### src/hw/tco_pkg.sv
// Shared constants and types for the timer channel output stage
package tco_pkg;
    localparam int TCO_NCH = 8;
    localparam int TCO_AW  = 8;
    localparam int TCO_DW  = 32;

    typedef logic [TCO_NCH-1:0] tco_chan_vec_t;
    typedef logic [TCO_AW-1:0]  tco_addr_t;
    typedef logic [TCO_DW-1:0]  tco_word_t;

    // Register byte offsets
    localparam tco_addr_t TCO_OFS_LEVEL  = 8'h00;
    localparam tco_addr_t TCO_OFS_ENABLE = 8'h04;
    localparam tco_addr_t TCO_OFS_POL    = 8'h08;
    localparam tco_addr_t TCO_OFS_MODE   = 8'h0C;
    localparam tco_addr_t TCO_OFS_STSEL  = 8'h10;
    localparam tco_addr_t TCO_OFS_ISTAT  = 8'h14;
    localparam tco_addr_t TCO_OFS_IMASK  = 8'h18;

    // Reset values
    localparam tco_chan_vec_t TCO_VEC_RST = 8'h00;
    localparam logic          TCO_BIT_RST = 1'b0;
    localparam tco_word_t     TCO_WORD_ZERO = 32'h0000_0000;
    localparam logic [TCO_DW-TCO_NCH-1:0] TCO_PAD_ZERO = 24'h00_0000;

    // Output mode bit values
    localparam logic TCO_MODE_MASTER = 1'b0;
    localparam logic TCO_MODE_SLAVE  = 1'b1;

    // Per-channel configuration held by software
    typedef struct packed {
        tco_chan_vec_t sel;
        tco_chan_vec_t mode;
        tco_chan_vec_t pol;
        tco_chan_vec_t en;
    } tco_cfg_t;

    localparam tco_cfg_t TCO_CFG_RST = '{
        sel: TCO_VEC_RST, mode: TCO_VEC_RST,
        pol: TCO_VEC_RST, en: TCO_VEC_RST};
endpackage

### src/hw/tco_chan_latch.sv
// Output latch of one timer channel with set/reset/toggle logic
`timescale 1ns/100ps
module tco_chan_latch (
    // Clock and reset
    input  wire logic clock,
    input  wire logic sys_rst,
    // Channel settings
    input  wire logic out_en,
    input  wire logic out_mode,
    input  wire logic out_pol,
    // Timer events
    input  wire logic own_ev,
    input  wire logic master_ev,
    input  wire logic count_tick,
    // Software write
    input  wire logic sw_we,
    input  wire logic sw_val,
    // Pin latch
    output logic      level
);
    import tco_pkg::*;

    logic level_q;
    logic level_d;
    logic pend_q;
    logic pend_d;
    logic fire;
    logic set_now;
    logic rst_now;
    logic tgl_now;

    // Decode events; polarity is only looked at when an event lands
    always_comb begin
        fire    = pend_q & count_tick;
        pend_d  = pend_q;
        set_now = 1'b0;
        rst_now = 1'b0;
        tgl_now = 1'b0;
        if (!out_en) begin
            pend_d = TCO_BIT_RST;                 // RULE6
        end else if (out_mode == TCO_MODE_MASTER) begin
            tgl_now = own_ev;                     // RULE1
            pend_d  = TCO_BIT_RST;
        end else begin
            // Master edge held one count clock, so 0%/100% duty works
            pend_d = master_ev | (pend_q & ~count_tick); // RULE11
            if (!out_pol) begin                   // RULE2
                set_now = fire;                   // RULE3
                rst_now = own_ev;
            end else begin
                set_now = own_ev;                 // RULE3
                rst_now = fire;
            end
        end
        // Latch update: software only while disabled, reset beats set
        level_d = level_q;                        // RULE5
        if (!out_en) begin
            if (sw_we) begin
                level_d = sw_val;                 // RULE6
            end
        end else if (rst_now) begin
            level_d = 1'b0;                       // RULE4
        end else if (set_now) begin
            level_d = 1'b1;
        end else if (tgl_now) begin
            level_d = ~level_q;                   // RULE1
        end
    end

    // State registers
    always_ff @(posedge clock) begin
        if (sys_rst) begin
            level_q <= TCO_BIT_RST;               // RULE18
            pend_q  <= TCO_BIT_RST;
        end else begin
            level_q <= level_d;
            pend_q  <= pend_d;
        end
    end

    assign level = level_q;
endmodule // tco_chan_latch

### src/hw/tco_output_ctrl.sv
// Timer unit channel output stage: eight pin latches behind APB
// Behaviour
// RULE1: Master mode toggles latch on own interrupt
// RULE2: Slave mode uses master and own interrupts
// RULE3: Polarity picks which interrupt sets or resets
// RULE4: Simultaneous set and reset: reset wins
// RULE5: Enabled channel ignores software output writes
// RULE6: Disabled channel takes writes, blocks interrupts
// RULE7: Output register always readable, shows pin levels
// RULE8: Software sets mode, level, enable, then starts
// RULE9: Output settings never touch counter or reload
// RULE10: Polarity change waits for next set/reset
// RULE11: Master set on slave delayed one count
// RULE12: One write updates only disabled channels
// RULE13: Start interrupt and toggle when select set
// RULE14: Other modes give nothing at count start
// RULE15: Eight channels, even ones may be masters
// RULE16: Software avoids changes near timer interrupts
// RULE17: Interval use gives 50% square wave
// RULE18: Reset clears latches and settings; synchronous
`timescale 1ns/100ps
module tco_output_ctrl (
    // Clock and reset
    input  wire logic                   clock,
    input  wire logic                   sys_rst,
    // APB slave
    input  wire logic                   psel,
    input  wire logic                   penable,
    input  wire logic                   pwrite,
    input  wire tco_pkg::tco_addr_t     paddr,
    input  wire tco_pkg::tco_word_t     pwdata,
    output logic                        pready,
    output tco_pkg::tco_word_t          prdata,
    output logic                        pslverr,
    // Counter channel events
    input  wire tco_pkg::tco_chan_vec_t chan_cycle_end,
    input  wire tco_pkg::tco_chan_vec_t chan_start_trigger,
    input  wire tco_pkg::tco_chan_vec_t chan_intcap_mode,
    input  wire logic                   count_tick,
    // Timer interrupts and pins
    output tco_pkg::tco_chan_vec_t      master_tick_irq,
    output tco_pkg::tco_chan_vec_t      chan_out_bit,
    output logic                        irq
);
    import tco_pkg::*;

    tco_cfg_t      cfg_q;
    tco_cfg_t      cfg_d;
    tco_chan_vec_t tick_q;
    tco_chan_vec_t tick_d;
    tco_chan_vec_t istat_q;
    tco_chan_vec_t istat_d;
    tco_chan_vec_t imask_q;
    tco_chan_vec_t imask_d;
    tco_word_t     prdata_q;
    tco_word_t     prdata_d;
    tco_chan_vec_t level;
    tco_chan_vec_t master_ev;
    tco_chan_vec_t wbyte;
    logic          access;
    logic          wr;
    logic          rd_setup;
    logic          hit;
    logic          wr_level;
    logic          wr_enable;
    logic          wr_pol;
    logic          wr_mode;
    logic          wr_stsel;
    logic          wr_istat;
    logic          wr_imask;

    // APB handshake: zero wait states, answer in the access cycle
    assign access = psel & penable;
    assign wr     = access & pwrite;
    assign wbyte  = pwdata[TCO_NCH-1:0];
    assign rd_setup = psel & ~penable & ~pwrite;
    assign pready = 1'b1;

    // Address decode
    always_comb begin
        hit       = 1'b1;
        wr_level  = 1'b0;
        wr_enable = 1'b0;
        wr_pol    = 1'b0;
        wr_mode   = 1'b0;
        wr_stsel  = 1'b0;
        wr_istat  = 1'b0;
        wr_imask  = 1'b0;
        if (paddr == TCO_OFS_LEVEL) begin
            wr_level = wr;
        end else if (paddr == TCO_OFS_ENABLE) begin
            wr_enable = wr;
        end else if (paddr == TCO_OFS_POL) begin
            wr_pol = wr;
        end else if (paddr == TCO_OFS_MODE) begin
            wr_mode = wr;
        end else if (paddr == TCO_OFS_STSEL) begin
            wr_stsel = wr;
        end else if (paddr == TCO_OFS_ISTAT) begin
            wr_istat = wr;
        end else if (paddr == TCO_OFS_IMASK) begin
            wr_imask = wr;
        end else begin
            hit = 1'b0;
        end
    end

    // Unmapped addresses answer with an error, reads give zero
    assign pslverr = access & ~hit;

    // Read mux, captured in setup so prdata leaves a flip-flop;
    // the price is that pin levels read one cycle old
    always_comb begin
        prdata_d = TCO_WORD_ZERO;
        if (!rd_setup) begin
            prdata_d = TCO_WORD_ZERO;
        end else if (paddr == TCO_OFS_LEVEL) begin
            prdata_d = {TCO_PAD_ZERO, level};        // RULE7
        end else if (paddr == TCO_OFS_ENABLE) begin
            prdata_d = {TCO_PAD_ZERO, cfg_q.en};
        end else if (paddr == TCO_OFS_POL) begin
            prdata_d = {TCO_PAD_ZERO, cfg_q.pol};
        end else if (paddr == TCO_OFS_MODE) begin
            prdata_d = {TCO_PAD_ZERO, cfg_q.mode};
        end else if (paddr == TCO_OFS_STSEL) begin
            prdata_d = {TCO_PAD_ZERO, cfg_q.sel};
        end else if (paddr == TCO_OFS_ISTAT) begin
            prdata_d = {TCO_PAD_ZERO, istat_q};
        end else if (paddr == TCO_OFS_IMASK) begin
            prdata_d = {TCO_PAD_ZERO, imask_q};
        end
    end

    // Settings; these feed the latches and the start interrupt select, never the counters
    always_comb begin
        cfg_d = cfg_q;                               // RULE9
        if (wr_enable) begin
            cfg_d.en = wbyte;
        end
        if (wr_pol) begin
            cfg_d.pol = wbyte;                       // RULE10
        end
        if (wr_mode) begin
            cfg_d.mode = wbyte;
        end
        if (wr_stsel) begin
            cfg_d.sel = wbyte;
        end
    end

    // Timer interrupt: cycle end, or count start when selected
    always_comb begin
        tick_d = chan_cycle_end
               | (chan_start_trigger & chan_intcap_mode
                  & cfg_q.sel);                      // RULE13 RULE14
    end

    // Sticky status, write one to clear; a new event beats the clear
    always_comb begin
        istat_d = istat_q;
        if (wr_istat) begin
            istat_d = istat_q & ~wbyte;
        end
        istat_d = istat_d | tick_q;
        imask_d = wr_imask ? wbyte : imask_q;
    end

    // Registers
    always_ff @(posedge clock) begin
        if (sys_rst) begin
            cfg_q   <= TCO_CFG_RST;                  // RULE18
            tick_q  <= TCO_VEC_RST;
            istat_q <= TCO_VEC_RST;
            imask_q <= TCO_VEC_RST;
            prdata_q <= TCO_WORD_ZERO;
        end else begin
            cfg_q   <= cfg_d;
            tick_q  <= tick_d;
            istat_q <= istat_d;
            imask_q <= imask_d;
            prdata_q <= prdata_d;
        end
    end

    assign master_tick_irq = tick_q;
    assign prdata          = prdata_q;
    assign irq             = |(istat_q & imask_q);
    assign chan_out_bit    = level;

    // One latch per channel; a slave follows the even channel below
    genvar gi;
    generate
        for (gi = 0; gi < TCO_NCH; gi++) begin : g_ch
            localparam int MI = (gi % 2 == 1) ? gi - 1
                              : ((gi >= 2) ? gi - 2 : 0);
            if (gi == 0) begin : g_nomaster
                assign master_ev[gi] = 1'b0;
            end else begin : g_master
                assign master_ev[gi] = tick_q[MI];   // RULE15
            end
            tco_chan_latch u_latch (
                .clock      (clock),
                .sys_rst    (sys_rst),
                .out_en     (cfg_q.en[gi]),
                .out_mode   (cfg_q.mode[gi]),
                .out_pol    (cfg_q.pol[gi]),
                .own_ev     (tick_q[gi]),            // RULE17
                .master_ev  (master_ev[gi]),
                .count_tick (count_tick),
                .sw_we      (wr_level),              // RULE12
                .sw_val     (wbyte[gi]),
                .level      (level[gi])
            );
        end
    endgenerate
endmodule // tco_output_ctrl

### config.mk
export PLATFORM = sky130hd
export DESIGN_NAME = tco_output_ctrl
export DESIGN_NICKNAME = d
export VERILOG_FILES = /design/src/hw/tco_pkg.sv /design/src/hw/tco_chan_latch.sv /design/src/hw/tco_output_ctrl.sv
export SDC_FILE = /design/constraint.sdc
export NUM_CORES = 1
export LEC_CHECK = 0
export BUFFER_PORTS_ARGS = -buffer_cell sky130_fd_sc_hd__buf_4
export CORE_UTILIZATION = 35
export DETAILED_ROUTE_END_ITERATION = 10
export HOLD_SLACK_MARGIN = 0.1
export MAX_ROUTING_LAYER = met4
export PLACE_DENSITY_LB_ADDON = 0.12
export RECOVER_POWER = 100
export SKIP_CTS_REPAIR_TIMING = 1
export SYNTH_ARGS = -nofsm -noshare
export SYNTH_HDL_FRONTEND = slang
export SYNTH_SLANG_ARGS = --single-unit
### constraint.sdc
create_clock -name clock -period 2 [get_ports clock]
set_input_delay 0.3 -clock clock [delete_from_list [all_inputs] [get_ports clock]]
set_output_delay 0.3 -clock clock [all_outputs]
set_load 0.1 [all_outputs]
; ---- After elaboration in Yosys (flattened, before gate mapping)
; Index checks and enable logic that the tools add are counted.
[totals]
output_inout_bits = 51
word_cells = 278
register_bits = 104
[op_classes]
n_mux = 147
n_bitwise = 64
n_reduce_logical = 28
n_eq_ne = 14
[ops]
columns = cell, n
row1 = $mux 1, 139
row2 = $mux 8, 8
row3 = $and 8x8->8, 4
row4 = $ne 4x1->1 const B, 8
row5 = $not 1->1, 29
row6 = $eq 8x5->1 const B, 3
row7 = $reduce_or 3->1, 8
row8 = $and 1x1->1, 21
row9 = $eq 8x4->1 const B, 2
row10 = $or 8x8->8, 2
row11 = $reduce_and 2->1, 8
row12 = $reduce_bool 2->1, 8
row13 = $reduce_or 8->1, 2
row14 = $eq 8x3->1 const B, 1
row15 = $logic_not 8->1, 1
row16 = $not 8->8, 1
row17 = $or 1x1->1, 7
row18 = $reduce_or 2->1, 1

; ---- Logic depth before layout (Yosys ltp)
; Gate-level depths: netlist of run 1.
[logic_depth]
word_depth = 10
mapped_depth = 6
mapped_depth_nobuf = 4

; ---- By module
; From an unflattened synthesis of run 1, not the netlist that was laid out.
[hier_totals]
cells_unflattened = 510
area_unflattened_um2 = 4307.9
[modules_own_cells]
columns = module, cells_each, n_inst, seq_area_each_um2, area_each_um2
row1 = tco_output_ctrl, 350, 1, 1281.2, 3066.7
row2 = tco_chan_latch, 20, 8, 40.0, 155.1

; ---- Least setup slack after synthesis of run 1
; No wires, ideal clock.
[synth_path]
path_type = input to output
startpoint = input port paddr[4]
endpoint = output port pslverr
stages = 4
path_buffers = 2
setup_slack_ps = -745
t_arrival_ps = 2445
path_cell_list = clkbuf_1 clkbuf_1 nand2_1 a31oi_1
[synth_between]
elab_chain_cells = 10
word_cells_on_any_way = 16
cone_classes = 6 x eq/ne / 7 x mux / 2 x bitwise / 1 x reduce/logical
[synth_lines]
columns = element, line
row1 = from (decl), tco_output_ctrl.sv:30  ; input wire tco_pkg::tco_addr_t paddr,
row2 = $eq 8x5->1, tco_output_ctrl.sv:101  ; end else if (paddr == TCO_OFS_IMASK) begin
row3 = $mux 1, tco_output_ctrl.sv:101
row4 = $mux 1, tco_output_ctrl.sv:99  ; end else if (paddr == TCO_OFS_ISTAT) begin
row5 = $mux 1, tco_output_ctrl.sv:97  ; end else if (paddr == TCO_OFS_STSEL) begin
row6 = $mux 1, tco_output_ctrl.sv:95  ; end else if (paddr == TCO_OFS_MODE) begin
row7 = $mux 1, tco_output_ctrl.sv:93  ; end else if (paddr == TCO_OFS_POL) begin
row8 = $mux 1, tco_output_ctrl.sv:91  ; end else if (paddr == TCO_OFS_ENABLE) begin
row9 = $mux 1 (*), tco_output_ctrl.sv:89  ; if (paddr == TCO_OFS_LEVEL) begin
row10 = $not 1->1 (*), tco_output_ctrl.sv:109  ; assign pslverr = access & ~hit;
row11 = $and 1x1->1 (*), tco_output_ctrl.sv:109
row12 = to (decl), tco_output_ctrl.sv:34  ; output logic pslverr,
; Every way passes the cells marked *; elsewhere a longest branch is shown, timed or not.

; ---- Final worst setup path of run 1
[layout_path]
startpoint = register tick_q[6], in the netlist master_tick_irq[6]
endpoint = output port master_tick_irq[6]
[layout_rtl]
columns = element, line
row1 = from (decl), tco_output_ctrl.sv:49  ; tco_chan_vec_t tick_q;
row2 = from (signal assigned), tco_output_ctrl.sv:178  ; tick_q <= tick_d;
row3 = to (decl), tco_output_ctrl.sv:41  ; output tco_pkg::tco_chan_vec_t master_tick_irq,
; No word-level cell between the ends.

==> report_table.html, run 1 <==
<table>
<tr><th>Metric</th><th>Value</th></tr>
<tr><th colspan="2">Clock network</th></tr>
<tr><td>CTS tree</td><td>done</td></tr>
<tr><td>Sink count of the clock tree</td><td>80</td></tr>
<tr><td># H-tree levels</td><td>3</td></tr>
<tr><td>Number of buffers inserted during clock tree synthesis</td><td>9</td></tr>
<tr><td>Clock tree buffer depth</td><td>2</td></tr>
<tr><td>Clock input transition at the sequential cells of the worst setup and hold paths</td><td>0.06 ns</td></tr>
<tr><td>Root buffer selected by CTS</td><td>clkbuf_16</td></tr>
<tr><td>Later-pin clock latency in the skew report</td><td>0.34 ns</td></tr>
<tr><th colspan="2">Critical path</th></tr>
<tr><td>Critical path endpoint category</td><td>primary output</td></tr>
<tr><td>Sort of element at the start of the critical path</td><td>flop</td></tr>
<tr><td>Critical path arrival</td><td>1.47 ns</td></tr>
<tr><td>Family with the most delay on the worst path</td><td>flip-flops</td></tr>
<tr><td>R2r worst-path depth</td><td>4</td></tr>
<tr><td>Buffers plus inverters on the worst setup path</td><td>1</td></tr>
<tr><td>Critical path's slowest cell</td><td>dfxtp_1</td></tr>
<tr><td>Max stage delay on crit path</td><td>0.58 ns</td></tr>
<tr><td>RR Endpoint</td><td>prdata[5]</td></tr>
<tr><td>Critical Path Fanout Max</td><td>7</td></tr>
<tr><td>Worst-path cell chain</td><td>clkbuf_2</td></tr>
<tr><td>Minimum setup slack among reg-to-reg paths</td><td>0.66 ns</td></tr>
<tr><td>R2R Path Start</td><td>istat_q[5]</td></tr>
<tr><td>Required time at the endpoint of the critical path</td><td>1.70 ns</td></tr>
<tr><td>CP Class</td><td>reg -&gt; out</td></tr>
<tr><th colspan="2">Yosys</th></tr>
<tr><td>Largest area contributor in the netlist</td><td>dfxtp_1</td></tr>
<tr><td>Synth Flop Type</td><td>dfxtp_1</td></tr>
<tr><td>Ranking of synthesized cells by area</td><td>dfxtp_1, mux2i_1, buf_4, nor2_1, a21oi_1</td></tr>
<tr><td>Share of the yosys chip area belonging to registers</td><td>0.378</td></tr>
<tr><td>Number of enable flip-flop cells after synthesis</td><td>0</td></tr>
<tr><td>Area share of the largest cell type after synthesis</td><td>0.378</td></tr>
<tr><td>Count of state elements after synthesis</td><td>80</td></tr>
<tr><td>Combined area of all synthesized cells</td><td>4230 um^2</td></tr>
<tr><td>Synth warnings</td><td>0</td></tr>
<tr><td>Mean post-synth cell area</td><td>8.86 um^2</td></tr>
<tr><td>Post-synthesis async set-or-reset flop share</td><td>0</td></tr>
<tr><td>Instance count of the mapped netlist</td><td>478</td></tr>
<tr><td>Unique cell type count in the Yosys netlist</td><td>54</td></tr>
<tr><th colspan="2">Timing</th></tr>
<tr><td>RSZ-0062 raised after global routing</td><td>no</td></tr>
<tr><td>Measured slew at the worst slew-check pin</td><td>0.624 ns</td></tr>
<tr><td>Clock period minus worst slack</td><td>1.77 ns</td></tr>
<tr><td>Final worst-path cycle share</td><td>0.883</td></tr>
<tr><td>Count of final hold-check violations</td><td>0</td></tr>
<tr><td>Setup-failing EPs final</td><td>0</td></tr>
<tr><td>Final number of max-transition violations</td><td>0</td></tr>
<tr><td>Sum of negative setup slack</td><td>0 ns</td></tr>
<tr><td>Final worst slack</td><td>0.235 ns</td></tr>
<tr><td>Worst Clk Skew</td><td>0.00560 ns</td></tr>
<tr><td>Slew Limit Headroom</td><td>0.583</td></tr>
<tr><td>Peak clock frequency supported by timing</td><td>567 MHz</td></tr>
<tr><th colspan="2">Power</th></tr>
<tr><td>Power share of the sequential group</td><td>0.413</td></tr>
<tr><td>Share of total power consumed by net switching</td><td>0.279</td></tr>
<tr><td>Power density over the cells</td><td>804 nW/um^2</td></tr>
<tr><td>Internal Pwr Total</td><td>2.87 mW</td></tr>
<tr><td>Net Sw Power</td><td>1.11 mW</td></tr>
<tr><td>Overall power consumption</td><td>3.99 mW</td></tr>
<tr><td>Clock share of power</td><td>0.443</td></tr>
<tr><td>Leak</td><td>2.20 nW</td></tr>
<tr><td>Max VDD drop</td><td>378 uV</td></tr>
<tr><td>Combinational fraction of design power</td><td>0.144</td></tr>
<tr><th colspan="2">GRT</th></tr>
<tr><td>Overall fraction of global-route tracks in use</td><td>0.211</td></tr>
<tr><td>Pin count of the biggest net entering global routing</td><td>77</td></tr>
<tr><td>Initial antenna violation count</td><td>0</td></tr>
<tr><td>First-pass GRT wire length</td><td>19800 um</td></tr>
<tr><td>Remaining global-route overflow</td><td>0</td></tr>
<tr><td>Number of global-route vias before repair</td><td>3603</td></tr>
<tr><th colspan="2">Layout</th></tr>
<tr><td>Sequential cell area in the final layout</td><td>1600 um^2</td></tr>
<tr><td>Most common cell after layout, fill and taps aside</td><td>dfxtp_1</td></tr>
<tr><td>Number of filler instances in the final layout</td><td>1212</td></tr>
<tr><td>Commonest cells after routing, fill and taps aside</td><td>dfxtp_1, nor2_1, buf_4</td></tr>
<tr><td>Nets</td><td>608</td></tr>
<tr><td>Layout cells sized above 1</td><td>0.182</td></tr>
<tr><td>Total area of multi-input combinational cells</td><td>2260 um^2</td></tr>
<tr><td>ANT cells</td><td>0</td></tr>
<tr><td>Area growth, synth to finish</td><td>17.1%</td></tr>
<tr><th colspan="2">Drt</th></tr>
<tr><td>Pre-antenna DRT Iters</td><td>8</td></tr>
<tr><td>Drc violations</td><td>5</td></tr>
<tr><td>Detailed-route wire length per cell</td><td>17.8 um</td></tr>
<tr><td>Total vias in the final route</td><td>3717</td></tr>
<tr><td>Number of nets with antenna violations after routing</td><td>0</td></tr>
<tr><td>Count of routing violations after the opening detailed-route iteration</td><td>187</td></tr>
<tr><td>Post-DR vias/cell</td><td>5.42</td></tr>
<tr><td>Routed WL</td><td>12200 um</td></tr>
<tr><th colspan="2">Place</th></tr>
<tr><td>Buffers on Ports</td><td>71</td></tr>
<tr><td>Dpl ws</td><td>0.178 ns</td></tr>
<tr><td>HPWL after DPL</td><td>8550 um</td></tr>
<tr><td>Final GP Congestion</td><td>0.814</td></tr>
<tr><th colspan="2">Worst hold path</th></tr>
<tr><td>Endpoint, Worst Hold</td><td>master_tick_irq[2]</td></tr>
<tr><td>Hold Path Stages</td><td>3</td></tr>
<tr><td>Class of the most critical hold timing path</td><td>in -&gt; reg</td></tr>
<tr><td>Hold Path Origin</td><td>chan_cycle_end[2]</td></tr>
<tr><th colspan="2">Floorplan</th></tr>
<tr><td>Initial cell density of the core</td><td>0.365</td></tr>
<tr><td>Number of top-level pins</td><td>121</td></tr>
<tr><td>Row count</td><td>39</td></tr>
<tr><td>Die H</td><td>112 um</td></tr>
<tr><td>Die area</td><td>12500 um^2</td></tr>
<tr><td>Area inside the core boundary</td><td>11600 um^2</td></tr>
<tr><td>Chip Width</td><td>112 um</td></tr>
<tr><th colspan="2">Run status</th></tr>
<tr><td>Result of the run</td><td>complete, but fails checks</td></tr>
<tr><td>Failing checks</td><td>design-rule violations</td></tr>
<tr><th colspan="2">Run</th></tr>
<tr><td>Max-capacitance violation count</td><td>0</td></tr>
</table>
## metrics by stage
stage | instances | cell area [um^2] | hold WS, ns | util
final | 686 | 4960 | 0.162 | 0.427
after global routing | 686 | 4960 | 0.175 | 0.427
after CTS | 686 | 5100 | 0.157 | 0.439
after detailed placement | 670 | 4790 | 0.468 | 0.412
after global placement | 670 | 4790 | 0.457 | 0.412
after floorplan | 501 | 4340 | 0.418 | -
## how the worst max path moves through the flow
stage,start,to,cells past startpoint
after floorplan,paddr[4],pslverr,4
after global placement,paddr[5],cfg_q[0],6
after detailed placement,penable,prdata[5],5
after CTS,paddr[2],pslverr,5
after global routing,paddr[4],cfg_q[21],7
final,master_tick_irq[6],master_tick_irq[6],1
## state kept, by name, summed over array words and instances, names as in the netlist
signal               flops
prdata                   8
cfg_q                   32
g_ch.u_latch.level       8
istat_q                  8
master_tick_irq          8
imask_q                  8
g_ch.u_latch.pend_q      8
## cell families (layout without fill, tap and decap cells)
| logic type | count (synthesis) | in the layout | synth area share |
|---|---|---|---|
| xor+xnor | 3 | 3 | 0.00621 |
| simple gates | 172 | 172 | 0.230 |
| flops | 80 | 80 | 0.378 |
| compound gates | 108 | 108 | 0.177 |
| mux | 44 | 44 | 0.104 |
| other cells | 2 | 25 | 0.00177 |
| buf+inv | 69 | 111 | 0.103 |
## power groups by stage
stage | clock network, mW | logic [mW] | registers (mW)
after floorplan | 0 | 0.474 | 1.66
after global placement | 0 | 0.587 | 1.68
after detailed placement | 0 | 0.591 | 1.68
after CTS | 1.80 | 0.592 | 1.65
after global routing | 1.87 | 0.603 | 1.65
final | 1.76 | 0.574 | 1.65
## cells in the mapped netlist (all sizes together) (4+ instances only)
cell	instances
o21ai	12
nor2b	19
inv	5
a22oi	5
nand4b	5
a21oi	26
nor4b	9
nand4	5
nor2	56
mux2i	44
nand2	30
o31ai	4
o2bb2ai	10
a311oi	4
a21boi	6
dfxtp	80
nor3	10
clkbuf	17
a31oi	13
a221oi	5
nand3	8
o41ai	5
nand2b	11
buf	47
a41oi	5
## per-layer routing
metal,global-route usage,wire [um],up-vias
li1,-,-,1801
met1,0.283,5920,1781
met2,0.325,5570,122
met3,0.0272,570,13
met4,0.0738,174,0
met5,-,0,-
## area by class of cell
class,count,area share
Timing Repair Buffer,90,0.118
Tap cell,143,0.0361
Clock inverter,3,0.0131
Sequential cell,80,0.323
Clock buffer,13,0.0505
Multi-Input combinational cell,352,0.455
Inverter,5,0.00379
(Power assumes the default switching activity.)
==> run 2: changes to the inputs <==
--- a/config.mk
+++ b/config.mk
@@ -9,2 +9,3 @@
 export CORE_UTILIZATION = 35
+export CTS_CLUSTER_SIZE = 10
 export DETAILED_ROUTE_END_ITERATION = 10
--- a/constraint.sdc
+++ b/constraint.sdc
@@ -3,2 +3,2 @@
 set_output_delay 0.3 -clock clock [all_outputs]
-set_load 0.1 [all_outputs]
+set_load 0.01 [all_outputs]
==> report_table.html, run 2 (synthesized netlist as in run 1, its figures left out) <==
<table>
<tr><th>Metric</th><th>Value</th></tr>
<tr><th colspan="2">Clock network</th></tr>
<tr><td>Clock input transition at the sequential cells of the worst setup and hold paths</td><td>0.06 ns</td></tr>
<tr><td>Sink count of the clock tree</td><td>80</td></tr>
<tr><td>CTS tree</td><td>done</td></tr>
<tr><td>Number of buffers inserted during clock tree synthesis</td><td>9</td></tr>
<tr><td>Root buffer selected by CTS</td><td>clkbuf_16</td></tr>
<tr><td>Clock tree buffer depth</td><td>2</td></tr>
<tr><td># H-tree levels</td><td>3</td></tr>
<tr><td>Later-pin clock latency in the skew report</td><td>0.34 ns</td></tr>
<tr><th colspan="2">Layout</th></tr>
<tr><td>Most common cell after layout, fill and taps aside</td><td>dfxtp_1</td></tr>
<tr><td>Nets</td><td>609</td></tr>
<tr><td>Number of flip-flops under the largest register name</td><td>32</td></tr>
<tr><td>Area growth, synth to finish</td><td>15.9%</td></tr>
<tr><td>Biggest register</td><td>cfg_q</td></tr>
<tr><td>Layout cells sized above 1</td><td>0.151</td></tr>
<tr><td>Number of filler instances in the final layout</td><td>1204</td></tr>
<tr><td>Final standard cell count with taps included and fillers excluded</td><td>687</td></tr>
<tr><td>Total area of multi-input combinational cells</td><td>2260 um^2</td></tr>
<tr><td>ANT cells</td><td>0</td></tr>
<tr><td>Commonest cells after routing, fill and taps aside</td><td>dfxtp_1, nor2_1, buf_4</td></tr>
<tr><td>Sequential cell area in the final layout</td><td>1600 um^2</td></tr>
<tr><th colspan="2">Run status</th></tr>
<tr><td>Result of the run</td><td>complete, but fails checks</td></tr>
<tr><td>Failing checks</td><td>design-rule violations</td></tr>
<tr><th colspan="2">Drt</th></tr>
<tr><td>Total vias in the final route</td><td>3701</td></tr>
<tr><td>Pre-antenna DRT Iters</td><td>10</td></tr>
<tr><td>Drc violations</td><td>3</td></tr>
<tr><td>Routed WL</td><td>12400 um</td></tr>
<tr><td>Count of routing violations after the opening detailed-route iteration</td><td>199</td></tr>
<tr><td>Detailed-route wire length per cell</td><td>18.0 um</td></tr>
<tr><td>Number of nets with antenna violations after routing</td><td>0</td></tr>
<tr><td>Post-DR vias/cell</td><td>5.39</td></tr>
<tr><th colspan="2">Power</th></tr>
<tr><td>Internal Pwr Total</td><td>2.77 mW</td></tr>
<tr><td>Power density over the cells</td><td>740 nW/um^2</td></tr>
<tr><td>Share of total power consumed by net switching</td><td>0.237</td></tr>
<tr><td>Clock share of power</td><td>0.460</td></tr>
<tr><td>Power share of the sequential group</td><td>0.453</td></tr>
<tr><td>Leak</td><td>2.14 nW</td></tr>
<tr><td>Combinational fraction of design power</td><td>0.087</td></tr>
<tr><td>Max VDD drop</td><td>420 uV</td></tr>
<tr><td>Net Sw Power</td><td>0.861 mW</td></tr>
<tr><th colspan="2">Critical path</th></tr>
<tr><td>Critical Path Fanout Max</td><td>23</td></tr>
<tr><td>Family with the most delay on the worst path</td><td>buffers and inverters</td></tr>
<tr><td>Max stage delay on crit path</td><td>0.27 ns</td></tr>
<tr><td>Critical path arrival</td><td>1.43 ns</td></tr>
<tr><td>Critical path endpoint category</td><td>primary output</td></tr>
<tr><td>CP Class</td><td>in -&gt; out</td></tr>
<tr><td>Critical path's slowest cell</td><td>buf_4</td></tr>
<tr><td>Required time at the endpoint of the critical path</td><td>1.70 ns</td></tr>
<tr><td>Sort of element at the start of the critical path</td><td>input port</td></tr>
<tr><td>Worst-path cell chain</td><td>buf_4 &gt; buf_4 &gt; and2_0 &gt; nand2_1 &gt; a31oi_1 &gt; buf_4</td></tr>
<tr><td>Buffers plus inverters on the worst setup path</td><td>3</td></tr>
<tr><td>Most repeated library cell on the critical path</td><td>buf_4</td></tr>
<tr><th colspan="2">Timing</th></tr>
<tr><td>RSZ-0062 raised after global routing</td><td>no</td></tr>
<tr><td>Measured slew at the worst slew-check pin</td><td>0.838 ns</td></tr>
<tr><td>Final worst-path cycle share</td><td>0.864</td></tr>
<tr><td>Peak clock frequency supported by timing</td><td>579 MHz</td></tr>
<tr><td>Count of final hold-check violations</td><td>0</td></tr>
<tr><td>Setup-failing EPs final</td><td>0</td></tr>
<tr><td>Slew Limit Headroom</td><td>0.441</td></tr>
<tr><td>Sum of negative setup slack</td><td>0 ns</td></tr>
<tr><td>Worst Clk Skew</td><td>0.00695 ns</td></tr>
<tr><td>Final number of max-transition violations</td><td>0</td></tr>
<tr><td>Clock period minus worst slack</td><td>1.73 ns</td></tr>
<tr><th colspan="2">Floorplan</th></tr>
<tr><td>Die area</td><td>12500 um^2</td></tr>
<tr><td>Area inside the core boundary</td><td>11600 um^2</td></tr>
<tr><td>Initial cell density of the core</td><td>0.365</td></tr>
<tr><td>Row count</td><td>39</td></tr>
<tr><td>Die H</td><td>112 um</td></tr>
<tr><td>Chip Width</td><td>112 um</td></tr>
<tr><td>Number of top-level pins</td><td>121</td></tr>
<tr><th colspan="2">GRT</th></tr>
<tr><td>Number of global-route vias before repair</td><td>3617</td></tr>
<tr><td>Remaining global-route overflow</td><td>0</td></tr>
<tr><td>First-pass GRT wire length</td><td>19700 um</td></tr>
<tr><td>Overall fraction of global-route tracks in use</td><td>0.213</td></tr>
<tr><td>Pin count of the biggest net entering global routing</td><td>77</td></tr>
<tr><td>Initial antenna violation count</td><td>0</td></tr>
<tr><th colspan="2">Worst hold path</th></tr>
<tr><td>Class of the most critical hold timing path</td><td>in -&gt; reg</td></tr>
<tr><th colspan="2">Place</th></tr>
<tr><td>HPWL after DPL</td><td>8640 um</td></tr>
<tr><td>Buffers on Ports</td><td>71</td></tr>
<tr><td>Final GP Congestion</td><td>0.783</td></tr>
<tr><td>Number of cells after detailed placement</td><td>671</td></tr>
<tr><th colspan="2">Run</th></tr>
<tr><td>Max-capacitance violation count</td><td>0</td></tr>
</table>
[run 2: through the flow]
stage	power [mW]	area, um^2	worst slack, ns	hold WS [ns]	utilization
floorplan	1.88	4320	0.476	0.418	-
global placement	2.01	4770	0.204	0.457	0.410
detailed placement	2.01	4770	0.188	0.469	0.410
CTS	3.69	5070	0.291	0.157	0.436
global route	3.78	4910	0.159	0.171	0.423
finish	3.63	4910	0.272	0.166	0.423
[run 2: area by class of cell]
cell class,count,share of cell area
multi-input cells,352,0.460
flip-flops and latches,80,0.326
repair buffers,91,0.112
inverters,5,0.00382
clock inverters,3,0.00816
clock buffers,13,0.0530
well taps,143,0.0365
[run 2: power groups by stage]
| stage | Combinational, mW | Clock (mW) | Sequential [mW] |
|---|---|---|---|
| global placement | 0.326 | 0 | 1.68 |
| global route | 0.346 | 1.78 | 1.65 |
| finish | 0.317 | 1.67 | 1.65 |
| floorplan | 0.219 | 0 | 1.66 |
| CTS | 0.331 | 1.71 | 1.65 |
| detailed placement | 0.331 | 0 | 1.68 |
[run 2: worst paths after layout]
kind         slack [ns]         startpoint                  to  depth (start not counted)
max                0.27           paddr[2]             pslverr                          6
min                0.17  chan_cycle_end[3]  master_tick_irq[3]                          3
max reg2reg        0.75         istat_q[1]           prdata[1]                          4
min reg2reg        0.47          cfg_q[29]           cfg_q[29]                          2
[run 2: layer usage]
layer	GRT usage	up-vias	routed length, um
met1	0.289	1730	5750
met3	0.0457	14	965
li1	-	1805	-
met5	-	-	0
met2	0.313	152	5460
met4	0.0711	0	199
[run 2: worst min-delay path: stages]
cell,delay (ns)
buf_4,0.08
a31oi_1,0.03
nor2_1,0.06
==> run 3: changes to the inputs <==
Settings changed: PLACE_DENSITY set to 0.6, PLACE_DENSITY_LB_ADDON 0.12 to not set.
==> report_table.html, run 3 (synthesized netlist as in run 1, its figures left out) <==
<table>
<tr><th>Metric</th><th>Value</th></tr>
<tr><th colspan="2">Drt</th></tr>
<tr><td>Total vias in the final route</td><td>3861</td></tr>
<tr><td>Number of nets with antenna violations after routing</td><td>0</td></tr>
<tr><td>Pre-antenna DRT Iters</td><td>10</td></tr>
<tr><td>Post-DR vias/cell</td><td>5.64</td></tr>
<tr><td>Drc violations</td><td>6</td></tr>
<tr><td>Routed WL</td><td>12300 um</td></tr>
<tr><td>Count of routing violations after the opening detailed-route iteration</td><td>290</td></tr>
<tr><td>Detailed-route wire length per cell</td><td>18.0 um</td></tr>
<tr><th colspan="2">Worst hold path</th></tr>
<tr><td>Class of the most critical hold timing path</td><td>in -&gt; reg</td></tr>
<tr><th colspan="2">Clock network</th></tr>
<tr><td>CTS tree</td><td>done</td></tr>
<tr><td>Root buffer selected by CTS</td><td>clkbuf_16</td></tr>
<tr><td>Clock tree buffer depth</td><td>2</td></tr>
<tr><td>Number of buffers inserted during clock tree synthesis</td><td>9</td></tr>
<tr><td>Later-pin clock latency in the skew report</td><td>0.33 ns</td></tr>
<tr><td># H-tree levels</td><td>3</td></tr>
<tr><td>Sink count of the clock tree</td><td>80</td></tr>
<tr><td>Clock input transition at the sequential cells of the worst setup and hold paths</td><td>0.06 ns</td></tr>
<tr><th colspan="2">Run</th></tr>
<tr><td>Max-capacitance violation count</td><td>0</td></tr>
<tr><th colspan="2">Critical path</th></tr>
<tr><td>Critical Path Fanout Max</td><td>19</td></tr>
<tr><td>Critical path endpoint category</td><td>primary output</td></tr>
<tr><td>CP Class</td><td>in -&gt; out</td></tr>
<tr><td>Required time at the endpoint of the critical path</td><td>1.70 ns</td></tr>
<tr><td>Critical path arrival</td><td>1.58 ns</td></tr>
<tr><td>Sort of element at the start of the critical path</td><td>input port</td></tr>
<tr><th colspan="2">Timing</th></tr>
<tr><td>Clock period minus worst slack</td><td>1.88 ns</td></tr>
<tr><td>Count of final hold-check violations</td><td>0</td></tr>
<tr><td>Sum of negative setup slack</td><td>0 ns</td></tr>
<tr><td>Peak clock frequency supported by timing</td><td>533 MHz</td></tr>
<tr><td>Slew Limit Headroom</td><td>0.364</td></tr>
<tr><td>Final worst slack</td><td>0.123 ns</td></tr>
<tr><td>Setup-failing EPs final</td><td>0</td></tr>
<tr><td>Worst Clk Skew</td><td>0.00563 ns</td></tr>
<tr><td>Measured slew at the worst slew-check pin</td><td>0.953 ns</td></tr>
<tr><td>RSZ-0062 raised after global routing</td><td>no</td></tr>
<tr><td>Final number of max-transition violations</td><td>0</td></tr>
<tr><td>Final worst-path cycle share</td><td>0.939</td></tr>
<tr><th colspan="2">Power</th></tr>
<tr><td>Max VDD drop</td><td>400 uV</td></tr>
<tr><td>Leak</td><td>2.13 nW</td></tr>
<tr><td>Power density over the cells</td><td>760 nW/um^2</td></tr>
<tr><th colspan="2">GRT</th></tr>
<tr><td>Number of global-route vias before repair</td><td>3596</td></tr>
<tr><td>First-pass GRT wire length</td><td>19100 um</td></tr>
<tr><td>Pin count of the biggest net entering global routing</td><td>77</td></tr>
<tr><td>Overall fraction of global-route tracks in use</td><td>0.204</td></tr>
<tr><td>Initial antenna violation count</td><td>0</td></tr>
<tr><td>Remaining global-route overflow</td><td>0</td></tr>
<tr><th colspan="2">Layout</th></tr>
<tr><td>Nets</td><td>607</td></tr>
<tr><td>Post-route cell area</td><td>4930 um^2</td></tr>
<tr><td>Commonest cells after routing, fill and taps aside</td><td>dfxtp_1, nor2_1, buf_4</td></tr>
<tr><td>Area growth, synth to finish</td><td>16.4%</td></tr>
<tr><td>ANT cells</td><td>0</td></tr>
<tr><td>Layout cells sized above 1</td><td>0.139</td></tr>
<tr><td>Most common cell after layout, fill and taps aside</td><td>dfxtp_1</td></tr>
<tr><td>Biggest register</td><td>cfg_q</td></tr>
<tr><td>Number of flip-flops under the largest register name</td><td>32</td></tr>
<tr><th colspan="2">Floorplan</th></tr>
<tr><td>Chip Width</td><td>112 um</td></tr>
<tr><td>Area inside the core boundary</td><td>11600 um^2</td></tr>
<tr><td>Initial cell density of the core</td><td>0.365</td></tr>
<tr><td>Number of top-level pins</td><td>121</td></tr>
<tr><td>Row count</td><td>39</td></tr>
<tr><td>Die H</td><td>112 um</td></tr>
<tr><td>Die area</td><td>12500 um^2</td></tr>
<tr><th colspan="2">Run status</th></tr>
<tr><td>Failing checks</td><td>design-rule violations</td></tr>
<tr><td>Result of the run</td><td>complete, but fails checks</td></tr>
<tr><th colspan="2">Place</th></tr>
<tr><td>Buffers on Ports</td><td>71</td></tr>
<tr><td>Dpl ws</td><td>0.0597 ns</td></tr>
<tr><td>HPWL after DPL</td><td>8650 um</td></tr>
<tr><td>Post-detailed-placement cell area</td><td>4760 um^2</td></tr>
<tr><td>Final GP Congestion</td><td>0.842</td></tr>
</table>
==> run 3: changes by cell type in the layout (fill, tap and decap cells not counted), moves of 2 or more <==
cell / before / now
clkbuf_2: 5 / 0
clkbuf_1: 34 / 38
nor4_4: 0 / 2
buf_4: 54 / 51
==> run 3: worst paths after layout <==
| path | from | to | slack [ns] | depth (start not counted) |
|---|---|---|---|---|
| worst min-delay path | chan_cycle_end[0] | master_tick_irq[0] | 0.17 | 3 |
| worst min register to register | cfg_q[27] | cfg_q[27] | 0.47 | 2 |
| worst max register to register | master_tick_irq[6] | g_ch[6].u_latch.level | 0.71 | 3 |
| worst max-delay path | paddr[2] | pslverr | 0.12 | 6 |
==> run 3: worst max-delay path, cell delays in order <==
cell	delay [ns]
buf_4	0.19
buf_4	0.29
and2_0	0.25
nand2_1	0.09
a31oi_1	0.26
clkbuf_1	0.19
==> run 3: power by group <==
group          total [mW]  switching, mW  leakage [nW]  internal [mW]
sequential           1.65         0.0331         0.648           1.61
clock                1.77          0.622         0.159           1.15
combinational       0.324          0.195          1.32          0.129
==> run 3: cell type report <==
class	count	area, um^2
clock inverters	3	65.1
flip-flops and latches	80	1600
fillers	1216	6690
repair buffers	89	542
inverters	5	18.8
well taps	143	179
clock buffers	12	256
multi-input cells	352	2260
==> run 3: stage by stage <==
stage          cells  power [mW]  hold WS, ns   util
2_1_floorplan    501        1.88        0.418      -
4_1_cts          684        3.78        0.168  0.438
3_5_place_dp     669        2.01        0.468  0.410
5_1_grt          684        3.88        0.185  0.424
6_report         684        3.75        0.169  0.424
3_3_place_gp     669        2.01        0.458  0.410
==> run 3: per-layer routing <==
layer | GRT usage | wire (um) | vias up
li1 | - | - | 1807
met1 | 0.272 | 5540 | 1844
met2 | 0.303 | 5600 | 190
met3 | 0.0468 | 1030 | 20
met4 | 0.0693 | 177 | 0
met5 | - | 0 | -
